--- src/hdl/udt_params.svh ---
// Constants for the up/down reload clock-out timer: register offsets,
// field positions, reset values and timing counts.
// Assumes inclusion by bare name from the modules; the package does not include it.
//
// What this block does
// - Sixteen-bit count from cascaded high/low bytes
// - Select bit picks oscillator/12 or count pin
// - Count advances only while run bit set
// - Serial clock and capture bits choose mode
// - Updown enable clear gives plain up reload
// - Direction high counts up, all-ones overflow interrupts
// - Upward overflow copies reload pair into count
// - Direction low: count equals reload underflows to ones
// - External flag toggles per wrap, no interrupt
// - Clock-out advances at oscillator/2, 50% duty
// - Clock-out overflow reloads, raises no interrupt
// - Output frequency osc over 4*(65536-reload)
// - Generated clock drives the count pin
// - Baud and clock-out share one reload pair
// - Overflow flag only without serial clocks; software clears
// - Counter mode counts count-pin falling edges
// - Output enable makes count pin an output
`ifndef UDT_PARAMS_SVH
`define UDT_PARAMS_SVH

// ------------------------------------------------------------
// Register byte addresses
// ------------------------------------------------------------
`define UDT_OFF_CTRL    8'h00
`define UDT_OFF_MODE    8'h04
`define UDT_OFF_COUNT   8'h08
`define UDT_OFF_RELOAD  8'h0C
`define UDT_OFF_STATUS  8'h10
`define UDT_OFF_MASK    8'h14

// ------------------------------------------------------------
// Control, mode and status field positions
// ------------------------------------------------------------
`define UDT_CTL_CAP_RELOAD  0
`define UDT_CTL_CNT_SEL     1
`define UDT_CTL_RUN         2
`define UDT_CTL_EXT_EN      3
`define UDT_CTL_TX_CLK      4
`define UDT_CTL_RX_CLK      5
`define UDT_CTL_EXT_FLAG    6
`define UDT_CTL_OVF_FLAG    7
`define UDT_MOD_UPDOWN      0
`define UDT_MOD_CLK_OUT     1
`define UDT_ST_OVF          0
`define UDT_ST_EXT          1

// ------------------------------------------------------------
// Reset values, count limit, timing and response codes
// ------------------------------------------------------------
`define UDT_CTRL_RESET      8'h00
`define UDT_MODE_RESET      2'b00
`define UDT_COUNT_RESET     16'h0000
`define UDT_ALL_ONES        16'hFFFF
`define UDT_TIMER_DIV       12
`define UDT_CLKOUT_DIV      2
`define UDT_RESP_OKAY       2'b00
`define UDT_RESP_SLVERR     2'b10

`endif

--- src/hdl/udt_pkg.sv ---
// Types shared by the timer files.
// Assumes nothing beyond the params header.
package udt_pkg;

    // Count source and direction setup decoded from control registers
    typedef struct packed {
        logic run;
        logic counter_select;
        logic updown_enable;
        logic clock_out_enable;
        logic serial_clock;
        logic capture_reload_select;
    } udt_cfg_t;

    // Events from the counter core, one-cycle pulses
    typedef struct packed {
        logic overflow;
        logic ext_toggle;
    } udt_evt_t;

    typedef enum logic [1:0] {
        udt_idle,
        udt_resp
    } udt_bus_state_t;

endpackage

--- src/hdl/udt_core.sv ---
// Counter core: prescaler, 16-bit count, reload and clock-out toggle.
// Assumes synchronised pins and a decoded configuration.
`timescale 1ns/1ps
`include "udt_params.svh"
module udt_core (
    // Clock and reset
    input  wire logic             aclk,
    input  wire logic             aresetn,
    input  wire logic             ce,
    // Configuration
    input  udt_pkg::udt_cfg_t     cfg,
    input  wire logic [15:0]      reload,
    input  wire logic             dir_up,
    input  wire logic             pin_fall,
    input  wire logic             cnt_wr,
    input  wire logic [15:0]      cnt_wdata,
    // Results
    output logic [15:0]           count,
    output logic                  clk_out,
    output udt_pkg::udt_evt_t     evt
);
    logic [3:0]  pre;
    logic [3:0]  next_pre;
    logic [15:0] next_count;
    logic        next_clk_out;
    logic        tick;
    logic        wrap;

    // Tick source: oscillator/2 in clock-out, /12 timer, or pin edge
    always_comb begin
        tick = 1'b0;
        next_pre = pre;
        if (cfg.run) begin
            if (cfg.clock_out_enable && !cfg.counter_select) begin
                tick = (pre >= 4'(`UDT_CLKOUT_DIV - 1));
                next_pre = tick ? 4'h0 : pre + 4'h1;
            end else if (cfg.counter_select) begin
                tick = pin_fall;
            end else begin
                tick = (pre >= 4'(`UDT_TIMER_DIV - 1));
                next_pre = tick ? 4'h0 : pre + 4'h1;
            end
        end
    end

    // Count update; reload on wrap keeps period 65536-reload ticks
    always_comb begin
        next_count   = count;
        next_clk_out = clk_out;
        wrap         = 1'b0;
        evt          = '0;
        if (cnt_wr) begin
            next_count = cnt_wdata;
        end else if (tick) begin
            if (cfg.updown_enable && !dir_up && !cfg.clock_out_enable
                && !cfg.capture_reload_select) begin
                if (count == reload) begin
                    next_count = `UDT_ALL_ONES;
                    wrap = 1'b1;
                end else begin
                    next_count = count - 16'h0001;
                end
            end else if (count == `UDT_ALL_ONES) begin
                wrap = 1'b1;
                next_count = reload;
            end else begin
                next_count = count + 16'h0001;
            end
        end
        if (wrap && cfg.clock_out_enable)
            next_clk_out = ~clk_out;
        evt.overflow   = wrap && !cfg.serial_clock && !cfg.clock_out_enable;
        evt.ext_toggle = wrap && cfg.updown_enable && !cfg.clock_out_enable;
    end

    always_ff @(posedge aclk) begin
        if (!aresetn) begin
            pre     <= 4'h0;
            count   <= `UDT_COUNT_RESET;
            clk_out <= 1'b0;
        end else if (ce) begin
            pre     <= next_pre;
            count   <= next_count;
            clk_out <= next_clk_out;
        end
    end

    reload_on_wrap_a: assert property (@(posedge aclk) disable iff (!aresetn)
        (ce && !cnt_wr && wrap && next_count != `UDT_ALL_ONES)
        |=> count == $past(reload)) else $error("count not reloaded");
    down_to_ones_a: assert property (@(posedge aclk) disable iff (!aresetn)
        (ce && tick && !cnt_wr && cfg.updown_enable && !dir_up && !cfg.clock_out_enable
         && !cfg.capture_reload_select && count == reload)
        |=> count == `UDT_ALL_ONES) else $error("no underflow reload");
    hold_stopped_a: assert property (@(posedge aclk) disable iff (!aresetn)
        (!cfg.run && !cnt_wr) |=> $stable(count)) else $error("count moved");
    no_clkout_irq_a: assert property (@(posedge aclk) disable iff (!aresetn)
        cfg.clock_out_enable |-> !evt.overflow) else $error("clock-out irq");
endmodule

--- src/hdl/udt_sync.sv ---
// Two-flop synchroniser with falling-edge detect for one pin.
// Assumes the pin is asynchronous to aclk.
`timescale 1ns/1ps
`include "udt_params.svh"
module udt_sync (
    // Clock and reset
    input  wire logic aclk,
    input  wire logic aresetn,
    input  wire logic ce,
    // Pin and results
    input  wire logic pin,
    output logic      level,
    output logic      fall
);
    logic meta;
    logic sync;
    logic prev;
    logic next_meta;
    logic next_sync;
    logic next_prev;

    // First flop is read only by the second
    always_comb begin
        next_meta = pin;
        next_sync = meta;
        next_prev = sync;
    end

    always_ff @(posedge aclk) begin
        if (!aresetn) begin
            meta <= 1'b1;
            sync <= 1'b1;
            prev <= 1'b1;
        end else if (ce) begin
            meta <= next_meta;
            sync <= next_sync;
            prev <= next_prev;
        end
    end

    assign level = sync;
    assign fall  = prev & ~sync;
endmodule

--- src/hdl/udt_timer.sv ---
// Top: AXI4-Lite register slave around the up/down clock-out timer.
// Assumes one 40 MHz clock; pins are asynchronous and synchronised here.
//
// The placing of the registers and register access over AXI4-Lite were decided locally.
`timescale 1ns/1ps
`include "udt_params.svh"
module udt_timer (
    // Clock, reset, enable
    input  wire logic        aclk,
    input  wire logic        aresetn,
    input  wire logic        ce,
    // AXI4-Lite write
    input  wire logic [7:0]  s_axi_awaddr,
    input  wire logic        s_axi_awvalid,
    output logic             s_axi_awready,
    input  wire logic [31:0] s_axi_wdata,
    input  wire logic [3:0]  s_axi_wstrb,
    input  wire logic        s_axi_wvalid,
    output logic             s_axi_wready,
    output logic [1:0]       s_axi_bresp,
    output logic             s_axi_bvalid,
    input  wire logic        s_axi_bready,
    // AXI4-Lite read
    input  wire logic [7:0]  s_axi_araddr,
    input  wire logic        s_axi_arvalid,
    output logic             s_axi_arready,
    output logic [31:0]      s_axi_rdata,
    output logic [1:0]       s_axi_rresp,
    output logic             s_axi_rvalid,
    input  wire logic        s_axi_rready,
    // Pins
    input  wire logic        count_pin_i,
    output logic             count_pin_o,
    output logic             count_pin_oe,
    input  wire logic        direction_pin,
    // Interrupt
    output logic             irq
);
    logic [7:0]  timer_control_reg;
    logic [1:0]  timer_mode_reg;
    logic [15:0] reload_pair;
    logic [1:0]  irq_status;
    logic [1:0]  irq_mask;
    logic [7:0]  next_ctrl;
    logic [1:0]  next_mode;
    logic [15:0] next_reload;
    logic [1:0]  next_status;
    logic [1:0]  next_mask;
    logic        aw_held;
    logic        w_held;
    logic [7:0]  aw_addr;
    logic [31:0] w_data;
    logic [3:0]  w_strb;
    logic        next_aw_held;
    logic        next_w_held;
    logic [7:0]  next_aw_addr;
    logic [31:0] next_w_data;
    logic [3:0]  next_w_strb;
    logic        next_bvalid;
    logic [1:0]  next_bresp;
    logic        next_rvalid;
    logic [31:0] next_rdata;
    logic [1:0]  next_rresp;
    logic        do_write;
    logic        cnt_wr;
    logic        dir_level;
    logic        pin_fall;
    logic [15:0] count;
    logic        clk_out;
    udt_pkg::udt_cfg_t cfg;
    udt_pkg::udt_evt_t evt;

    // ------------------------------------------------------------
    // Pin synchronisers
    // ------------------------------------------------------------
    udt_sync u_dir_sync (
        .aclk    (aclk),
        .aresetn (aresetn),
        .ce      (ce),
        .pin     (direction_pin),
        .level   (dir_level),
        .fall    ()
    );

    udt_sync u_cnt_sync (
        .aclk    (aclk),
        .aresetn (aresetn),
        .ce      (ce),
        .pin     (count_pin_i),
        .level   (),
        .fall    (pin_fall)
    );

    // ------------------------------------------------------------
    // Configuration decode
    // ------------------------------------------------------------
    // Serial clock bits force reload; capture is not modelled beyond mode select
    always_comb begin
        cfg.run                   = timer_control_reg[`UDT_CTL_RUN];
        cfg.counter_select        = timer_control_reg[`UDT_CTL_CNT_SEL];
        cfg.updown_enable         = timer_mode_reg[`UDT_MOD_UPDOWN];
        cfg.clock_out_enable      = timer_mode_reg[`UDT_MOD_CLK_OUT];
        cfg.serial_clock          = timer_control_reg[`UDT_CTL_TX_CLK]
                                  | timer_control_reg[`UDT_CTL_RX_CLK];
        cfg.capture_reload_select = timer_control_reg[`UDT_CTL_CAP_RELOAD]
                                  & ~cfg.serial_clock;
    end

    udt_core u_core (
        .aclk      (aclk),
        .aresetn   (aresetn),
        .ce        (ce),
        .cfg       (cfg),
        .reload    (reload_pair),
        .dir_up    (dir_level),
        .pin_fall  (pin_fall),
        .cnt_wr    (cnt_wr),
        .cnt_wdata (w_data[15:0]),
        .count     (count),
        .clk_out   (clk_out),
        .evt       (evt)
    );

    // Pin drive: clock-out only while enabled
    assign count_pin_oe = timer_mode_reg[`UDT_MOD_CLK_OUT];
    assign count_pin_o  = clk_out;

    // ------------------------------------------------------------
    // AXI4-Lite write and read channels
    // ------------------------------------------------------------
    assign s_axi_awready = !aw_held && ce;
    assign s_axi_wready  = !w_held && ce;
    assign s_axi_arready = !s_axi_rvalid && ce;
    assign do_write      = aw_held && w_held && !s_axi_bvalid;
    assign cnt_wr        = do_write && (aw_addr == `UDT_OFF_COUNT) && ce;

    always_comb begin
        next_aw_held = aw_held;
        next_w_held  = w_held;
        next_aw_addr = aw_addr;
        next_w_data  = w_data;
        next_w_strb  = w_strb;
        next_bvalid  = s_axi_bvalid;
        next_bresp   = s_axi_bresp;
        if (s_axi_awvalid && !aw_held) begin
            next_aw_held = 1'b1;
            next_aw_addr = s_axi_awaddr;
        end
        if (s_axi_wvalid && !w_held) begin
            next_w_held = 1'b1;
            next_w_data = s_axi_wdata;
            next_w_strb = s_axi_wstrb;
        end
        if (do_write) begin
            next_aw_held = 1'b0;
            next_w_held  = 1'b0;
            next_bvalid  = 1'b1;
            next_bresp   = (aw_addr <= `UDT_OFF_MASK && aw_addr[1:0] == 2'b00)
                         ? `UDT_RESP_OKAY : `UDT_RESP_SLVERR;
        end else if (s_axi_bvalid && s_axi_bready) begin
            next_bvalid = 1'b0;
        end
    end

    // Read mux; unmapped addresses answer SLVERR with zero data
    always_comb begin
        next_rvalid = s_axi_rvalid;
        next_rdata  = s_axi_rdata;
        next_rresp  = s_axi_rresp;
        if (s_axi_arvalid && !s_axi_rvalid) begin
            next_rvalid = 1'b1;
            next_rresp  = `UDT_RESP_OKAY;
            unique case (s_axi_araddr)
                `UDT_OFF_CTRL:   next_rdata = {24'h00_0000, timer_control_reg};
                `UDT_OFF_MODE:   next_rdata = {30'h0000_0000, timer_mode_reg};
                `UDT_OFF_COUNT:  next_rdata = {16'h0000, count};
                `UDT_OFF_RELOAD: next_rdata = {16'h0000, reload_pair};
                `UDT_OFF_STATUS: next_rdata = {30'h0000_0000, irq_status};
                `UDT_OFF_MASK:   next_rdata = {30'h0000_0000, irq_mask};
                default: begin
                    next_rdata = 32'h0000_0000;
                    next_rresp = `UDT_RESP_SLVERR;
                end
            endcase
        end else if (s_axi_rvalid && s_axi_rready) begin
            next_rvalid = 1'b0;
        end
    end

    // ------------------------------------------------------------
    // Register state
    // ------------------------------------------------------------
    // Hardware set wins over a software clear in the same cycle
    always_comb begin
        next_ctrl   = timer_control_reg;
        next_mode   = timer_mode_reg;
        next_reload = reload_pair;
        next_status = irq_status;
        next_mask   = irq_mask;
        if (do_write && w_strb[0]) begin
            unique case (aw_addr)
                `UDT_OFF_CTRL:   next_ctrl = w_data[7:0];
                `UDT_OFF_MODE:   next_mode = w_data[1:0];
                `UDT_OFF_RELOAD: next_reload[7:0] = w_data[7:0];
                `UDT_OFF_STATUS: next_status = irq_status & ~w_data[1:0];
                `UDT_OFF_MASK:   next_mask = w_data[1:0];
                default: ;
            endcase
        end
        if (do_write && w_strb[1] && aw_addr == `UDT_OFF_RELOAD)
            next_reload[15:8] = w_data[15:8];
        if (evt.overflow) begin
            next_ctrl[`UDT_CTL_OVF_FLAG] = 1'b1;
            next_status[`UDT_ST_OVF]     = 1'b1;
        end
        if (evt.ext_toggle)
            next_ctrl[`UDT_CTL_EXT_FLAG] = ~timer_control_reg[`UDT_CTL_EXT_FLAG];
    end

    always_ff @(posedge aclk) begin
        if (!aresetn) begin
            timer_control_reg <= `UDT_CTRL_RESET;
            timer_mode_reg    <= `UDT_MODE_RESET;
            reload_pair       <= `UDT_COUNT_RESET;
            irq_status        <= 2'b00;
            irq_mask          <= 2'b00;
            aw_held           <= 1'b0;
            w_held            <= 1'b0;
            aw_addr           <= 8'h00;
            w_data            <= 32'h0000_0000;
            w_strb            <= 4'h0;
            s_axi_bvalid      <= 1'b0;
            s_axi_bresp       <= `UDT_RESP_OKAY;
            s_axi_rvalid      <= 1'b0;
            s_axi_rdata       <= 32'h0000_0000;
            s_axi_rresp       <= `UDT_RESP_OKAY;
        end else if (ce) begin
            timer_control_reg <= next_ctrl;
            timer_mode_reg    <= next_mode;
            reload_pair       <= next_reload;
            irq_status        <= next_status;
            irq_mask          <= next_mask;
            aw_held           <= next_aw_held;
            w_held            <= next_w_held;
            aw_addr           <= next_aw_addr;
            w_data            <= next_w_data;
            w_strb            <= next_w_strb;
            s_axi_bvalid      <= next_bvalid;
            s_axi_bresp       <= next_bresp;
            s_axi_rvalid      <= next_rvalid;
            s_axi_rdata       <= next_rdata;
            s_axi_rresp       <= next_rresp;
        end
    end

    // Level interrupt from unmasked sticky status
    assign irq = |(irq_status & irq_mask);

    // ------------------------------------------------------------
    // Checks
    // ------------------------------------------------------------
    // Flags and pin
    ovf_sets_flag_a: assert property (@(posedge aclk) disable iff (!aresetn)
        (ce && evt.overflow) |=> timer_control_reg[`UDT_CTL_OVF_FLAG])
        else $error("overflow flag not set");

    no_flag_serial_a: assert property (@(posedge aclk) disable iff (!aresetn)
        (ce && cfg.serial_clock && !timer_control_reg[`UDT_CTL_OVF_FLAG] && !do_write)
        |=> !timer_control_reg[`UDT_CTL_OVF_FLAG])
        else $error("flag with serial clock");

    ext_toggles_a: assert property (@(posedge aclk) disable iff (!aresetn)
        (ce && evt.ext_toggle) |=> timer_control_reg[`UDT_CTL_EXT_FLAG]
        != $past(timer_control_reg[`UDT_CTL_EXT_FLAG])) else $error("no toggle");

    // Undriven pin holds its level
    pin_drive_a: assert property (@(posedge aclk) disable iff (!aresetn)
        !count_pin_oe |=> $stable(count_pin_o))
        else $error("pin moved undriven");

    // Hardware set beats a clear
    status_set_a: assert property (@(posedge aclk) disable iff (!aresetn)
        (ce && evt.overflow) |=> irq_status[`UDT_ST_OVF])
        else $error("status lost");

    // Count load lands next edge
    count_load_a: assert property (@(posedge aclk) disable iff (!aresetn)
        cnt_wr |=> count == $past(w_data[15:0]))
        else $error("count not loaded");

    // Answers stand until taken
    bvalid_held_a: assert property (@(posedge aclk) disable iff (!aresetn)
        (s_axi_bvalid && !s_axi_bready) |=> s_axi_bvalid)
        else $error("bvalid dropped");

    rvalid_held_a: assert property (@(posedge aclk) disable iff (!aresetn)
        (s_axi_rvalid && !s_axi_rready) |=> s_axi_rvalid && $stable(s_axi_rdata))
        else $error("read answer moved");

    // Held pair answered next edge
    write_answer_a: assert property (@(posedge aclk) disable iff (!aresetn)
        (ce && do_write) |=> s_axi_bvalid)
        else $error("no write answer");
endmodule

--- config.mk ---
export PLATFORM = sky130hd
export DESIGN_NAME = udt_timer
export DESIGN_NICKNAME = d
export VERILOG_FILES = /design/src/hdl/udt_pkg.sv /design/src/hdl/udt_core.sv /design/src/hdl/udt_sync.sv /design/src/hdl/udt_timer.sv
export VERILOG_INCLUDE_DIRS = /design/src /design/src/hdl
export SDC_FILE = /design/constraint.sdc
export NUM_CORES = 1
export LEC_CHECK = 0
export BUFFER_PORTS_ARGS = -buffer_cell sky130_fd_sc_hd__buf_2
export CAP_MARGIN = 40
export CORE_ASPECT_RATIO = 1.5
export CORE_MARGIN = 2
export CORE_UTILIZATION = 25
export CTS_CLUSTER_DIAMETER = 150
export DETAILED_ROUTE_END_ITERATION = 10
export SETUP_SLACK_MARGIN = 0.15
export SLEW_MARGIN = 20
export SYNTH_ARGS = -nofsm -noshare
export SYNTH_HDL_FRONTEND = slang
export SYNTH_HIERARCHICAL = 1
export SYNTH_SLANG_ARGS = --single-unit
--- constraint.sdc ---
create_clock -name aclk -period 2.7 [get_ports aclk]
set_clock_uncertainty 0.05 [all_clocks]
set_input_delay 0.135 -clock aclk [delete_from_list [all_inputs] [get_ports aclk]]
set_output_delay 0.135 -clock aclk [all_outputs]
set_load 0.1 [all_outputs]
==> summary.txt <==
worst-case hold slack: -0.000968 ns
WHS Path Cells: 3
Sequential cell area: 2090 sq um
Min-Delay Endpoint: w_strb[1]$_SDFFE_PN0P_
critical-path cell list: or4_4, or4_4, or3_1, xnor2_1, a221o_1, o21ai_1
Final Hold Viols: 1
Hold Crit Class: primary input to flip-flop
Total Negative Setup Slacks: 0 ns
Pins Over Slew Limit: 0
H-tree lvl count: 3
Cell Count, Final, Fillers Out: 1074
crit path max fanout: 4
CTS Buf Count: 9
IO Port Bufs: 69
Core Rows: 67
mean post-synth cell area: 8.29 sq um
crit start category: flip-flop
PD cells: 462 nW/um^2
Initial Utilization: 25.5%
Core Util, Final: 31.5%
CP Capture Type: flip-flop
Cells after Synth: 691
Final setup viols: 0
antenna violations before repair: 0
global-route wire length before repair: 28600 microns
CTS tree: built
met3 usage: 2.26%
mapped cell area: 5730 sq um
Static Leak: 3.16 nW
Ys Warns: 6
Max-Slew Margin vs Limit: 58.2%
fin nets: 860
DRT Pass-1 Iters: 5
Placer Congestion: 0.960
Placed Cells incl. Taps: 1031
layout cell share with drive strength beyond 1: 18.7%
met1 Usage GRT: 16.1%
n_diodes: 0
Area Growth Syn to Fin: 23.7%
Root Buffer: clkbuf_16
area of the multi-input gates: 3330 sq um
Fmax achieved: 409 MHz
RSZ-0062 raised after global routing: yes
most frequent CP cell: or4_4
met2 usage: 27.8%
Worst path max stage delay: 0.57 ns
Vias: 5341
most frequent cells in the layout: dfxtp_1, nand2_1, buf_2, nor2_1, mux2i_1
final wirelength: 18200 microns
Chip Width: 128 microns
die height: 189 microns
Vias/cell: 4.97
worst reg2reg path depth: 6
period utilisation layout: 90.6%
most common cell after layout, fill and taps aside: dfxtp_1
r2r setup slk: 0.25 ns
Critical R2R Capture: u_core/count[11]$_SDFFE_PN0P_
remaining antenna violation count: 0
pin count of the biggest net entering global routing: 47
total power: 0.00328 W
minimum clock period: 2.45 ns
# IOs: 106
Clock Sinks: 104
max-cap viol count: 0
Global Route Usage Sum: 15.2%
drt wl/cell: 17.0 microns
GR Overflow Total: 0
hold path start: s_axi_wstrb[1]
initial DRC count: 377
fill cell count: 2383
CP required: 2.93 ns
worst ir drop on vdd: 0.359 mV
Max Buffers Root-to-Sink: 2
failing checks: negative hold slack
Setup CP Type: flip-flop to flip-flop
RR Startpoint: u_core/count[5]$_SDFFE_PN0P_
critical path data arrival time: 2.68 ns
DRC: 0
Worst-Skew Late Latency: 0.36 ns
Slew @ Worst Pin: 0.626 ns
number of global-route vias before repair: 5249
DIE AREA: 24200 sq um
HPWL after DPL: 13600 microns
Slowest-stage cell, CP: or4_4
status: complete, but fails checks
Worst-path clk slew: 0.07 ns
Core Region: 22500 sq um
GRT Max-Usage Layer: met2
## through the flow
stage	area (sq um)	setup slack (ns)
6_report	7090	0.253
5_1_grt	7090	0.149
4_1_cts	7080	0.242
2_1_floorplan	5810	0.159
3_3_place_gp	6510	0.210
3_5_place_dp	6510	0.148
## report_power, final
part | internal, W | total (W) | switching, W | leakage (nW)
clock | 0.000653 | 0.00131 | 0.000656 | 0.145
combinational | 0.000105 | 0.000375 | 0.000270 | 2.17
sequential | 0.00156 | 0.00159 | 0.0000337 | 0.844
## worst max path at each step
| stage | slack, ns | to | cells after the start | from |
|---|---|---|---|---|
| finish | 0.25 | u_core/count[11]$_SDFFE_PN0P_ | 6 | u_core/count[5]$_SDFFE_PN0P_ |
| global route | 0.15 | timer_control_reg[6]$_SDFFE_PN0P_ | 9 | u_core/count[0]$_SDFFE_PN0P_ |
| CTS | 0.24 | u_core/count[8]$_SDFFE_PN0P_ | 8 | u_core/pre[0]$_SDFFE_PN0P_ |
| detailed placement | 0.15 | irq_status[0]$_SDFFE_PN0P_ | 9 | u_core/pre[0]$_SDFFE_PN0P_ |
| global placement | 0.21 | irq_status[0]$_SDFFE_PN0P_ | 9 | u_core/pre[0]$_SDFFE_PN0P_ |
| floorplan | 0.16 | u_core/count[9]$_SDFFE_PN0P_ | 11 | s_axi_bvalid$_SDFFE_PN0P_ |
## critical path, delay by kind of cell (launching register included)
family          cells  cell delay [ns]
simple gates        3             1.47
flops               1             0.32
xor+xnor            1             0.14
compound gates      2             0.40
## routing by layer
layer / vias to the layer above / share of wire (%)
li1: 2596 / -
met1: 2516 / 38
met2: 180 / 52
met3: 49 / 4.3
met4: 0 / 5.5
met5: - / 0
## timing repair
action,in CTS,in global routing
hold buffers,27,0
gates resized for setup,1,3
setup buffers,0,0
endpoints found under the hold margin,27,0
pin swaps,0,1
endpoints found under the setup margin,1,6
## final cells by class
cell class	count	area share, %
Clock buffer	9	3.18
Sequential cell	104	29.5
Timing Repair Buffer	137	13.4
Inverter	20	1.06
Tap cell	276	4.87
Clock inverter	7	0.971
Multi-Input combinational cell	521	47.0
Power figures use the tool's default switching activity.
